`config.mk`:
```
export PLATFORM = sky130hd
export DESIGN_NAME = up_down_threshold_counter
export DESIGN_NICKNAME = d
export VERILOG_FILES = /design/src/design/udc_pkg.sv /design/src/design/pin_sync.sv /design/src/design/threshold_select.sv /design/src/design/up_down_threshold_counter.sv
export SDC_FILE = /design/constraint.sdc
export NUM_CORES = 1
export LEC_CHECK = 0
export CORE_MARGIN = 2
export CORE_UTILIZATION = 45
export CTS_CLUSTER_DIAMETER = 150
export DETAILED_ROUTE_END_ITERATION = 10
export DONT_BUFFER_PORTS = 1
export PLACE_DENSITY = 0.66
export SYNTH_ARGS = -nofsm -noshare
export SYNTH_HDL_FRONTEND = slang
export SYNTH_HIERARCHICAL = 1
export SYNTH_SLANG_ARGS = --single-unit
```
`constraint.sdc`:
```
create_clock -name clk -period 22.1 [get_ports clk]
set_input_delay 2.21 -clock clk [delete_from_list [all_inputs] [get_ports clk]]
set_output_delay 2.21 -clock clk [all_outputs]
set_load 0.01 [all_outputs]
```
`src/design/udc_pkg.sv`:
```
package udc_pkg;

    // Count and threshold span
    localparam int CNT_W = 24;
    localparam logic [23:0] CNT_MAX = 24'h98967F;
    localparam logic [23:0] CNT_ZERO = 24'h000000;

    // APB map
    localparam int ADDR_W = 8;
    localparam logic [7:0] CTRL_OFS = 8'h00;
    localparam logic [7:0] INIT_OFS = 8'h04;
    localparam logic [7:0] ON_OFS = 8'h08;
    localparam logic [7:0] OFF_OFS = 8'h0C;
    localparam logic [7:0] SCAN_OFS = 8'h10;
    localparam logic [7:0] COUNT_OFS = 8'h14;
    localparam logic [7:0] STATUS_OFS = 8'h18;

    // Control fields
    localparam int CTRL_W = 7;
    localparam int CTRL_RUN_BIT = 0;
    localparam int CTRL_SWRST_BIT = 1;
    localparam int CTRL_ON_LIVE_BIT = 2;
    localparam int CTRL_OFF_LIVE_BIT = 3;
    localparam int CTRL_HAS_INIT_BIT = 4;
    localparam int CTRL_HAS_REL_BIT = 5;
    localparam int CTRL_RETAIN_BIT = 6;

    // Status fields
    localparam int STAT_W = 4;
    localparam int STAT_Q_BIT = 0;
    localparam int STAT_RST_BIT = 1;
    localparam int STAT_RESTORED_BIT = 2;
    localparam int STAT_RUN_BIT = 3;

    // Reset values
    localparam logic [6:0] CTRL_RST = 7'h30;
    localparam logic [23:0] INIT_RST = 24'h000000;
    localparam logic [23:0] ON_RST = 24'h000000;
    localparam logic [23:0] OFF_RST = 24'h000000;

    // Scan period in clock cycles
    localparam int SCAN_W = 16;
    localparam logic [15:0] SCAN_RST = 16'h0001;
    localparam logic [15:0] SCAN_ONE = 16'h0001;
    localparam logic [15:0] SCAN_ZERO = 16'h0000;

    // Pin synchroniser depth
    localparam int SYNC_STAGES = 3;

    typedef enum logic [1:0] {
        ST_IDLE = 2'b01,
        ST_RUN = 2'b10
    } run_state_e;

endpackage

```
`src/design/pin_sync.sv`:
```
`timescale 1ns/10ps
module pin_sync import udc_pkg::*; #(
    parameter int STAGES = SYNC_STAGES
) (
    input wire logic clk,
    input wire logic rst_n,
    input wire logic pin,
    output logic level
);

    logic [STAGES-1:0] stage_reg;

    always_ff @(posedge clk or negedge rst_n) begin
        if (!rst_n) begin
            stage_reg <= '0;
        end else begin
            stage_reg <= {stage_reg[STAGES-2:0], pin};
        end
    end

    // Accept a change only once the last two stages agree
    always_ff @(posedge clk or negedge rst_n) begin
        if (!rst_n) begin
            level <= 1'b0;
        end else if (stage_reg[STAGES-1] == stage_reg[STAGES-2]) begin
            level <= stage_reg[STAGES-1];
        end
    end

endmodule

```
`src/design/threshold_select.sv`:
```
`timescale 1ns/10ps
module threshold_select import udc_pkg::*; (
    input wire logic clk,
    input wire logic rst_n,
    input wire logic use_live,
    input wire logic [23:0] const_value,
    input wire logic [23:0] live_value,
    output logic [23:0] value
);

    logic [23:0] pick;

    always_comb begin
        pick = use_live ? live_value : const_value;
        // Out-of-range sources pin at the top of the span
        if (pick > CNT_MAX) begin
            pick = CNT_MAX;
        end
    end

    // Follows the source every cycle, so a live value is seen one cycle late
    always_ff @(posedge clk or negedge rst_n) begin
        if (!rst_n) begin
            value <= CNT_ZERO;
        end else begin
            value <= pick;
        end
    end

endmodule

```
`src/design/up_down_threshold_counter.sv`:
```
// Functional notes
// - Count only rising edges of count pulse
// - Step one: up when dir low, else down
// - Reset reloads initial value, clears switch output
// - While reset high: output low, edges ignored
// - Thresholds accept zero through 9999999
// - On at-or-above switch, off below release
// - Window mode: high between switch and release
// - Threshold from constant or live block value
// - Retention keeps count and output over power-loss
// - Without initial value, start from zero
// - Without release threshold, single-threshold comparison only
// - Compare thresholds once per scan cycle
//
// The APB register port and the placing of the registers were decided locally.
`timescale 1ns/10ps
module up_down_threshold_counter import udc_pkg::*; (
    input wire logic clk,
    input wire logic reset_n,
    input wire logic psel,
    input wire logic penable,
    input wire logic pwrite,
    input wire logic [7:0] paddr,
    input wire logic [31:0] pwdata,
    output logic [31:0] prdata,
    output logic pready,
    output logic pslverr,
    input wire logic count_pulse,
    input wire logic count_dir,
    input wire logic count_reset,
    input wire logic [23:0] on_live_value,
    input wire logic [23:0] off_live_value,
    input wire logic backup_valid,
    input wire logic [23:0] backup_count_in,
    input wire logic backup_switch_in,
    output logic backup_keep,
    output logic [23:0] backup_count_out,
    output logic backup_switch_out,
    output logic [23:0] count_value,
    output logic switch_out
);

    logic [1:0] rst_pipe_reg;
    logic rst_n;

    logic pulse_level;
    logic dir_level;
    logic reset_level;
    logic pulse_prev_reg;
    logic rise;
    logic reset_active;

    logic [6:0] ctrl_reg;
    logic [23:0] init_reg;
    logic [23:0] on_const_reg;
    logic [23:0] off_const_reg;
    logic [15:0] scan_div_reg;
    logic [15:0] scan_cnt_reg;
    logic scan_tick;

    logic [23:0] on_value;
    logic [23:0] off_value;
    logic [23:0] start_value;

    run_state_e state_reg;
    logic [23:0] count_reg;
    logic switch_reg;
    logic switch_next;
    logic restored_reg;

    logic setup;
    logic wr_en;
    logic [31:0] rd_data;
    logic rd_hit;

    // Reset release through two flops
    always_ff @(posedge clk or negedge reset_n) begin
        if (!reset_n) begin
            rst_pipe_reg <= 2'b00;
        end else begin
            rst_pipe_reg <= {rst_pipe_reg[0], 1'b1};
        end
    end

    assign rst_n = rst_pipe_reg[1];

    // Pins arrive asynchronously; the sync delay caps the usable edge rate
    pin_sync u_sync_pulse (
        .clk(clk),
        .rst_n(rst_n),
        .pin(count_pulse),
        .level(pulse_level)
    );

    pin_sync u_sync_dir (
        .clk(clk),
        .rst_n(rst_n),
        .pin(count_dir),
        .level(dir_level)
    );

    pin_sync u_sync_reset (
        .clk(clk),
        .rst_n(rst_n),
        .pin(count_reset),
        .level(reset_level)
    );

    always_ff @(posedge clk or negedge rst_n) begin
        if (!rst_n) begin
            pulse_prev_reg <= 1'b0;
        end else begin
            pulse_prev_reg <= pulse_level;
        end
    end

    assign rise = pulse_level & ~pulse_prev_reg;
    assign reset_active = reset_level | ctrl_reg[CTRL_SWRST_BIT];

    // APB slave, zero wait states; read data latched in the setup cycle
    assign setup = psel & ~penable;
    assign wr_en = psel & penable & pwrite;
    assign pready = 1'b1;

    function automatic logic [23:0] clamp(input logic [31:0] v);
        if (v > {8'h00, CNT_MAX}) begin
            return CNT_MAX;
        end
        return v[23:0];
    endfunction

    always_comb begin
        rd_data = 32'h00000000;
        rd_hit = 1'b1;
        if (paddr == CTRL_OFS) begin
            rd_data = {25'h0000000, ctrl_reg};
        end else if (paddr == INIT_OFS) begin
            rd_data = {8'h00, init_reg};
        end else if (paddr == ON_OFS) begin
            rd_data = {8'h00, on_const_reg};
        end else if (paddr == OFF_OFS) begin
            rd_data = {8'h00, off_const_reg};
        end else if (paddr == SCAN_OFS) begin
            rd_data = {16'h0000, scan_div_reg};
        end else if (paddr == COUNT_OFS) begin
            rd_data = {8'h00, count_reg};
        end else if (paddr == STATUS_OFS) begin
            rd_data = {28'h0000000, (state_reg == ST_RUN), restored_reg, reset_active, switch_reg};
        end else begin
            rd_hit = 1'b0;
        end
    end

    always_ff @(posedge clk or negedge rst_n) begin
        if (!rst_n) begin
            prdata <= 32'h00000000;
            pslverr <= 1'b0;
        end else if (setup) begin
            prdata <= pwrite ? 32'h00000000 : rd_data;
            pslverr <= ~rd_hit;
        end
    end

    always_ff @(posedge clk or negedge rst_n) begin
        if (!rst_n) begin
            ctrl_reg <= CTRL_RST;
        end else if (wr_en && paddr == CTRL_OFS) begin
            ctrl_reg <= pwdata[CTRL_W-1:0];
        end
    end

    always_ff @(posedge clk or negedge rst_n) begin
        if (!rst_n) begin
            init_reg <= INIT_RST;
        end else if (wr_en && paddr == INIT_OFS) begin
            init_reg <= clamp(pwdata);
        end
    end

    always_ff @(posedge clk or negedge rst_n) begin
        if (!rst_n) begin
            on_const_reg <= ON_RST;
            off_const_reg <= OFF_RST;
        end else if (wr_en && paddr == ON_OFS) begin
            on_const_reg <= clamp(pwdata);
        end else if (wr_en && paddr == OFF_OFS) begin
            off_const_reg <= clamp(pwdata);
        end
    end

    always_ff @(posedge clk or negedge rst_n) begin
        if (!rst_n) begin
            scan_div_reg <= SCAN_RST;
        end else if (wr_en && paddr == SCAN_OFS) begin
            scan_div_reg <= pwdata[SCAN_W-1:0];
        end
    end

    // Scan cycle pacing; a period of zero behaves as one
    always_comb begin
        if (scan_div_reg == SCAN_ZERO) begin
            scan_tick = 1'b1;
        end else begin
            scan_tick = (scan_cnt_reg >= scan_div_reg - SCAN_ONE);
        end
    end

    always_ff @(posedge clk or negedge rst_n) begin
        if (!rst_n) begin
            scan_cnt_reg <= SCAN_ZERO;
        end else if (scan_tick) begin
            scan_cnt_reg <= SCAN_ZERO;
        end else begin
            scan_cnt_reg <= scan_cnt_reg + SCAN_ONE;
        end
    end

    threshold_select u_on_sel (
        .clk(clk),
        .rst_n(rst_n),
        .use_live(ctrl_reg[CTRL_ON_LIVE_BIT]),
        .const_value(on_const_reg),
        .live_value(on_live_value),
        .value(on_value)
    );

    threshold_select u_off_sel (
        .clk(clk),
        .rst_n(rst_n),
        .use_live(ctrl_reg[CTRL_OFF_LIVE_BIT]),
        .const_value(off_const_reg),
        .live_value(off_live_value),
        .value(off_value)
    );

    assign start_value = ctrl_reg[CTRL_HAS_INIT_BIT] ? init_reg : CNT_ZERO;

    // Startup waits for software so the retention choice is known first
    always_ff @(posedge clk or negedge rst_n) begin
        if (!rst_n) begin
            state_reg <= ST_IDLE;
        end else begin
            case (state_reg)
                ST_IDLE: begin
                    if (ctrl_reg[CTRL_RUN_BIT]) begin
                        state_reg <= ST_RUN;
                    end
                end
                ST_RUN: begin
                    if (!ctrl_reg[CTRL_RUN_BIT]) begin
                        state_reg <= ST_IDLE;
                    end
                end
                default: begin
                    state_reg <= ST_IDLE;
                end
            endcase
        end
    end

    always_ff @(posedge clk or negedge rst_n) begin
        if (!rst_n) begin
            restored_reg <= 1'b0;
        end else if (state_reg == ST_IDLE && ctrl_reg[CTRL_RUN_BIT]) begin
            restored_reg <= ctrl_reg[CTRL_RETAIN_BIT] & backup_valid;
        end
    end

    // Count saturates at both ends rather than wrapping
    always_ff @(posedge clk or negedge rst_n) begin
        if (!rst_n) begin
            count_reg <= CNT_ZERO;
        end else if (state_reg == ST_IDLE) begin
            if (ctrl_reg[CTRL_RUN_BIT] && ctrl_reg[CTRL_RETAIN_BIT] && backup_valid) begin
                count_reg <= (backup_count_in > CNT_MAX) ? CNT_MAX : backup_count_in;
            end else begin
                count_reg <= start_value;
            end
        end else if (reset_active) begin
            count_reg <= start_value;
        end else if (rise) begin
            if (!dir_level) begin
                if (count_reg < CNT_MAX) begin
                    count_reg <= count_reg + 24'h000001;
                end
            end else begin
                if (count_reg != CNT_ZERO) begin
                    count_reg <= count_reg - 24'h000001;
                end
            end
        end
    end

    // Threshold rules applied to the count as it stands at the scan tick
    always_comb begin
        switch_next = switch_reg;
        if (!ctrl_reg[CTRL_HAS_REL_BIT]) begin
            switch_next = (count_reg >= on_value);
        end else if (on_value >= off_value) begin
            if (count_reg >= on_value) begin
                switch_next = 1'b1;
            end else if (count_reg < off_value) begin
                switch_next = 1'b0;
            end
        end else begin
            switch_next = (count_reg >= on_value) && (count_reg < off_value);
        end
    end

    always_ff @(posedge clk or negedge rst_n) begin
        if (!rst_n) begin
            switch_reg <= 1'b0;
        end else if (state_reg == ST_IDLE) begin
            if (ctrl_reg[CTRL_RUN_BIT] && ctrl_reg[CTRL_RETAIN_BIT] && backup_valid) begin
                switch_reg <= backup_switch_in;
            end else begin
                switch_reg <= 1'b0;
            end
        end else if (reset_active) begin
            switch_reg <= 1'b0;
        end else if (scan_tick) begin
            switch_reg <= switch_next;
        end
    end

    // Image for the battery-backed store; dropped when retention is off
    always_ff @(posedge clk or negedge rst_n) begin
        if (!rst_n) begin
            backup_keep <= 1'b0;
            backup_count_out <= CNT_ZERO;
            backup_switch_out <= 1'b0;
        end else begin
            backup_keep <= ctrl_reg[CTRL_RETAIN_BIT] && (state_reg == ST_RUN);
            backup_count_out <= count_reg;
            backup_switch_out <= switch_reg;
        end
    end

    always_comb begin
        count_value = count_reg;
        switch_out = switch_reg;
    end

endmodule

```
# Word-level counts from Yosys, hierarchy flattened
# Cells that the tools add are included.
op_classes:
  n_addsub: 4
  bitwise_logic: 10
  n_lt_le_gt_ge: 9
  n_mul: 0
  eq_ne: 15
  shift: 0
  muxes: 50
  reduce_logical: 20
  n_div: 0
op_table:
  columns: ["op", "n"]
  rows:
  - ["2-to-1 mux 24 bit", 23]
  - ["greater-than comparator 24 bit, second input constant", 3]
  - [">= comparator 24 bit", 2]
  - ["greater-than comparator 32 x 24 -> 1 bit, second input constant", 1]
  - ["2-to-1 mux 32 bit", 1]
  - ["adder 24 x 1 -> 24 bit, second input constant", 1]
  - ["== test 8 x 5 -> 1 bit, second input constant", 3]
  - ["less-than comparator 24 bit", 1]
  - ["less-than comparator 24 bit, second input constant", 1]
  - ["nonzero test 24 bit", 1]
  - ["subtractor 24 x 1 -> 24 bit, second input constant", 1]
  - ["2-to-1 mux 1 bit", 21]
  - ["adder 16 x 1 -> 16 bit, second input constant", 1]
  - ["== test 8 x 4 -> 1 bit, second input constant", 2]
  - [">= comparator 16 bit", 1]
  - ["zero test 16 bit", 1]
  - ["2-to-1 mux 16 bit", 1]
  - ["subtractor 16 x 1 -> 16 bit, second input constant", 1]
  - ["logical AND 1 bit", 10]
  - ["== test 8 x 3 -> 1 bit, second input constant", 1]
  - ["zero test 8 bit", 1]
  - ["!= test 6 x 5 -> 1 bit, second input constant", 1]
  - ["AND reduction 2 bit", 3]
  - ["nonzero test 3 bit", 2]
  - ["13 further kinds", 24]
totals:
  mem_count: 0
  latchBits: 0
  reg_bits: 261
  ram_bits: 0
  rom_bits: 0
  wordCells: 133
  out_inout_bits: 85
  input_bits: 122

# Logic depth before layout (Yosys ltp)
depth:
  ltp_word: 9
  depth_mapped: 16
  depth_no_buf: 15

# Hierarchy
# Netlist, hierarchy kept.
by_module_without_submodules:
  columns: ["module", "seq_area_each_um2", "area_per_inst_um2", "instances", "cells_each"]
  rows:
  - ["up_down_threshold_counter", 4834.6, 12361.9, 1, 1407]
  - ["threshold_select", 600.6, 1260.0, 2, 119]
  - ["pin_sync", 100.1, 111.4, 3, 5]

# Worst setup path after synthesis
# No wires, ideal clock.
synth_path:
  path_kind: "input to register"
  startpoint: "input paddr[1]"
  endpoint: "register scan_div_reg[10]"
  arrival_ns: 3.723
  path_buffers: 1
  required_time_ns: 21.975
  path_stages: 7
  setup_time_ns: 0.125
  path_slack_ns: 18.252
  path_cell_list: "nor3_1 nand2_1 inv_1 nand2_1 nor3_4 buf_2 mux2_2"
synth_between:
  elab_chain_cells: 2
synth_lines:
  columns: ["element", "line_no", "text"]
  rows:
  - ["from (decl)", "up_down_threshold_counter.sv:23", "input wire logic [7:0] paddr,"]
  - ["== test 8 x 5 -> 1 bit", "up_down_threshold_counter.sv:194", "end else if (wr_en && paddr == SCAN_OFS) begin"]
  - ["logical AND 1 bit", "up_down_threshold_counter.sv:194", null]
  - ["to (signal assigned)", "up_down_threshold_counter.sv:195", "scan_div_reg <= pwdata[SCAN_W-1:0];"]
  - ["to (decl)", "up_down_threshold_counter.sv:57", "logic [15:0] scan_div_reg;"]
# Every way passes these cells.
# A chain may end at the register's enable or synchronous reset.

# Worst setup path after layout
layout_path:
  startpoint: "input paddr[1]"
  endpoint: "register prdata[8]"
layout_between:
  elab_chain_cells: 8
  elab_cells_between_ends: 13
  cone_classes: "eq/ne: 5; mux: 7; reduce/logical: 1"
layout_lines:
  columns: ["element", "line_no", "text"]
  rows:
  - ["== test 8 x 5 -> 1 bit", "up_down_threshold_counter.sv:145", "end else if (paddr == COUNT_OFS) begin"]
  - ["2-to-1 mux 24 bit", "up_down_threshold_counter.sv:145", null]
  - ["2-to-1 mux 24 bit", "up_down_threshold_counter.sv:143", "end else if (paddr == SCAN_OFS) begin"]
  - ["2-to-1 mux 24 bit", "up_down_threshold_counter.sv:141", "end else if (paddr == OFF_OFS) begin"]
  - ["2-to-1 mux 24 bit", "up_down_threshold_counter.sv:139", "end else if (paddr == ON_OFS) begin"]
  - ["2-to-1 mux 24 bit", "up_down_threshold_counter.sv:137", "end else if (paddr == INIT_OFS) begin"]
  - ["2-to-1 mux 24 bit *", "up_down_threshold_counter.sv:135", "if (paddr == CTRL_OFS) begin"]
  - ["2-to-1 mux 32 bit *", "up_down_threshold_counter.sv:159", "prdata <= pwrite ? 32'h00000000 : rd_data;"]
  - ["to (signal assigned)", "up_down_threshold_counter.sv:159", null]
  - ["to (decl)", "up_down_threshold_counter.sv:25", "output logic [31:0] prdata,"]
# Every way passes the cells marked *; elsewhere a longest branch is shown, timed or not.

==> metrics.txt <==
Initial Utilization=45.5%; Max Fanout on Critical Path=16; CTS Buf Count=29; fin crit share=18.5%; Sink Count=253; # rows=67; wire length on met2=22.1 mm; CP Class=primary input to flop; Final Hold Viols=0; IO Port Bufs=0; largest net degree at the start of global routing=72; Max Fclk=244 MHz; Area growth, synth to finish=8.32%; Yosys top cell by area=dfrtp_1; CP endpoint=prdata[8]$_DFFE_PN0P_; Total Power=1.11 mW; Peak VDD IR=0.0561 mV; initial antenna violation count=3; cells along the critical path=nor3_1 -> nand2_1 -> nor3_2 -> nand2_1 -> o21ai_0 -> o21ai_0; Post-synth EDFFs=0; type of the worst min-delay path=flop to flop; first-pass GRT wire length=76.3 mm; layout net count=1,857; RD Place Congestion=0.943; Post-Layout Cell Count=2,096; setup TNS=0 ns; FILL cells=3,108; Top Metal Used=met5; top cells by area, synth=dfrtp_1 (41%), ha_1 (9.1%), o21ai_0 (5.9%), nand2_1 (5.3%), nor2_1 (2.6%); Antenna Violating Nets Remaining=0; Post-DP HPWL=37.7 mm; Die Y=188 um; sequential fraction of the synthesis area=41.6%; root buf cell=clkbuf_16; Yosys cell types=84; Max stage delay on crit path=1.07 ns; DR WL met3=5.93 mm; CP Capture Type=flop; Critical R2R Launch=scan_div_reg[1]$_DFFE_PN0P_; register bit total from synthesis=253; dpl cells=2,040; max-cap violations=0; Tmin final=4.09 ns; hold_buf cts=0; DRT iter0 DRCs=1,539; final wirelength=50.8 mm; CP max-delay cell=nor3_2; outcome=finished clean; Mapped Area=0.0152 mm2; vias=13.0k; Die X=188 um; pwr dens=67.4 mW/mm2; crit path DAT=4.51 ns; Worst Skew=0.0203 ns; total count of max-transition violations in the final report=0; most common cell in the netlist=dfrtp_1; Max H-tree Level=1; max_slew headroom=10.3%; die area=0.0353 mm2; core box area=0.0334 mm2; wire length per cell=24.2 um; Synth Warn #=6; internal reg-to-reg setup slack=18.03 ns; I/O pin total=207; GRT overflow=0; # DRC=0; FFs w/ async S/R, synth=100%; Post-synth top flop=dfrtp_1; Slew @ Worst Pin=1.34 ns; Clock transition at path regs=0.06 ns; Worst setup SP type=primary input; Routed met1 length=20.7 mm; number of global-route vias before repair=12.2k; Syn Inst Count=1,660; Worst R2R End=switch_out$_DFFE_PN0P_; clk buf depth=3; Reg2Reg Depth=14; detailed-route vias per instance=6.19; Yosys top cell area share=41.0%; CTS resizes=0; CTS tree=built; worst skew pair latency=0.57 ns; Worst Path Required=22.52 ns; first-pass iteration count of the detailed router=6; share of cells above drive strength 1=7.96%; RSZ-0062 raised after global routing=no; Final Setup Violations=0; Post-Synthesis Mean Instance Area=9.17 um2; Global Route Usage Sum=28.4%; Post-CTS Setup Bufs=0; Post-synth top cells=dfrtp_1 (249), nand2_1 (213), o21ai_0 (180); P_leak=7.43 nW; Setup crit start=paddr[1]
-- where the power goes --
part,total [mW],switching (mW),internal [mW]
registers,0.500,0.0241,0.476
logic,0.120,0.0757,0.0438
clock network,0.491,0.197,0.293
total,1.11,0.297,0.813
-- cell usage in the layout, fill, tap and decap left out, types with 9 or more instances in the layout --
| cell type | instances |
|---|---|
| nor2_1 | 107 |
| nand2b_1 | 14 |
| conb_1 | 10 |
| nor2b_1 | 32 |
| nor3_1 | 29 |
| nand2_1 | 213 |
| a221o_1 | 10 |
| dfrtp_1 | 246 |
| mux2_2 | 28 |
| nand4_1 | 10 |
| nor4_1 | 14 |
| xor2_1 | 17 |
| a211oi_1 | 32 |
| a221oi_1 | 13 |
| o31ai_1 | 9 |
| a31oi_1 | 15 |
| o22ai_1 | 12 |
| nand3_1 | 67 |
| a21oi_1 | 77 |
| a211o_1 | 9 |
| inv_1 | 68 |
| ha_1 | 111 |
| and3_1 | 11 |
| a21o_1 | 20 |
| and2_1 | 11 |
| buf_4 | 18 |
| a22o_1 | 11 |
| mux2i_1 | 28 |
| o21ai_0 | 180 |
| clkbuf_16 | 29 |
| xnor2_1 | 27 |
-- how the worst min path moves through the flow --
stage / from / endpoint / cells after the start
2_1_floorplan: rst_pipe_reg[0]$_DFF_PN0_ / rst_pipe_reg[1]$_DFF_PN0_ / 0
3_3_place_gp: rst_pipe_reg[0]$_DFF_PN0_ / rst_pipe_reg[1]$_DFF_PN0_ / 0
3_5_place_dp: rst_pipe_reg[0]$_DFF_PN0_ / rst_pipe_reg[1]$_DFF_PN0_ / 0
4_1_cts: u_sync_reset/stage_reg[0]$_DFF_PN0_ / u_sync_reset/stage_reg[1]$_DFF_PN0_ / 0
5_1_grt: u_sync_pulse/stage_reg[0]$_DFF_PN0_ / u_sync_pulse/stage_reg[1]$_DFF_PN0_ / 0
6_report: u_sync_reset/stage_reg[0]$_DFF_PN0_ / u_sync_reset/stage_reg[1]$_DFF_PN0_ / 0
-- through the flow --
step           util [%]  worst slack [ns]  instance area, um2  hold slack [ns]
2_1_floorplan         -             14.53               15200            0.331
3_3_place_gp       46.4             17.59               15500            0.333
3_5_place_dp       46.4             17.54               15500            0.337
4_1_cts            49.3             18.04               16500            0.348
5_1_grt            49.3             17.74               16500            0.355
6_report           49.3             18.01               16500            0.346
-- logic make-up (layout without fill, tap and decap cells) --
| family | Yosys count | after routing | synth area share [%] |
|---|---|---|---|
| flops | 253 | 253 | 41.6 |
| xor+xnor | 44 | 44 | 2.53 |
| other cells | 2 | 12 | 0.0494 |
| compound gates | 471 | 471 | 20.1 |
| simple gates | 555 | 555 | 17.5 |
| mux | 57 | 57 | 3.99 |
| buf+inv | 163 | 141 | 4.67 |
| fa+ha+maj | 115 | 115 | 9.48 |
-- per-layer routing --
layer  vias to the layer above  GRT usage, %
li1                       5931             -
met1                      6238          38.4
met2                       687          43.3
met3                       116          8.20
met4                         4          10.3
met5                         -             0
-- final cells by class --
type	count	area, um2	area share [%]
Sequential cell	253	6340	38.5
Clock inverter	12	145	0.881
Multi-Input combinational cell	1252	8210	49.8
Antenna cell	2	5.00	0.0304
Timing Repair Buffer	18	135	0.820
Tap cell	448	561	3.40
Inverter	69	259	1.57
Clock buffer	42	825	5.00
-- critical path: cells and delay by family --
kind | cells | cell delay [ns]
AND/OR/NAND/NOR | 4 | 1.89
AO/OA/AOI/OAI | 2 | 0.41
Power figures use the tool's default switching activity.
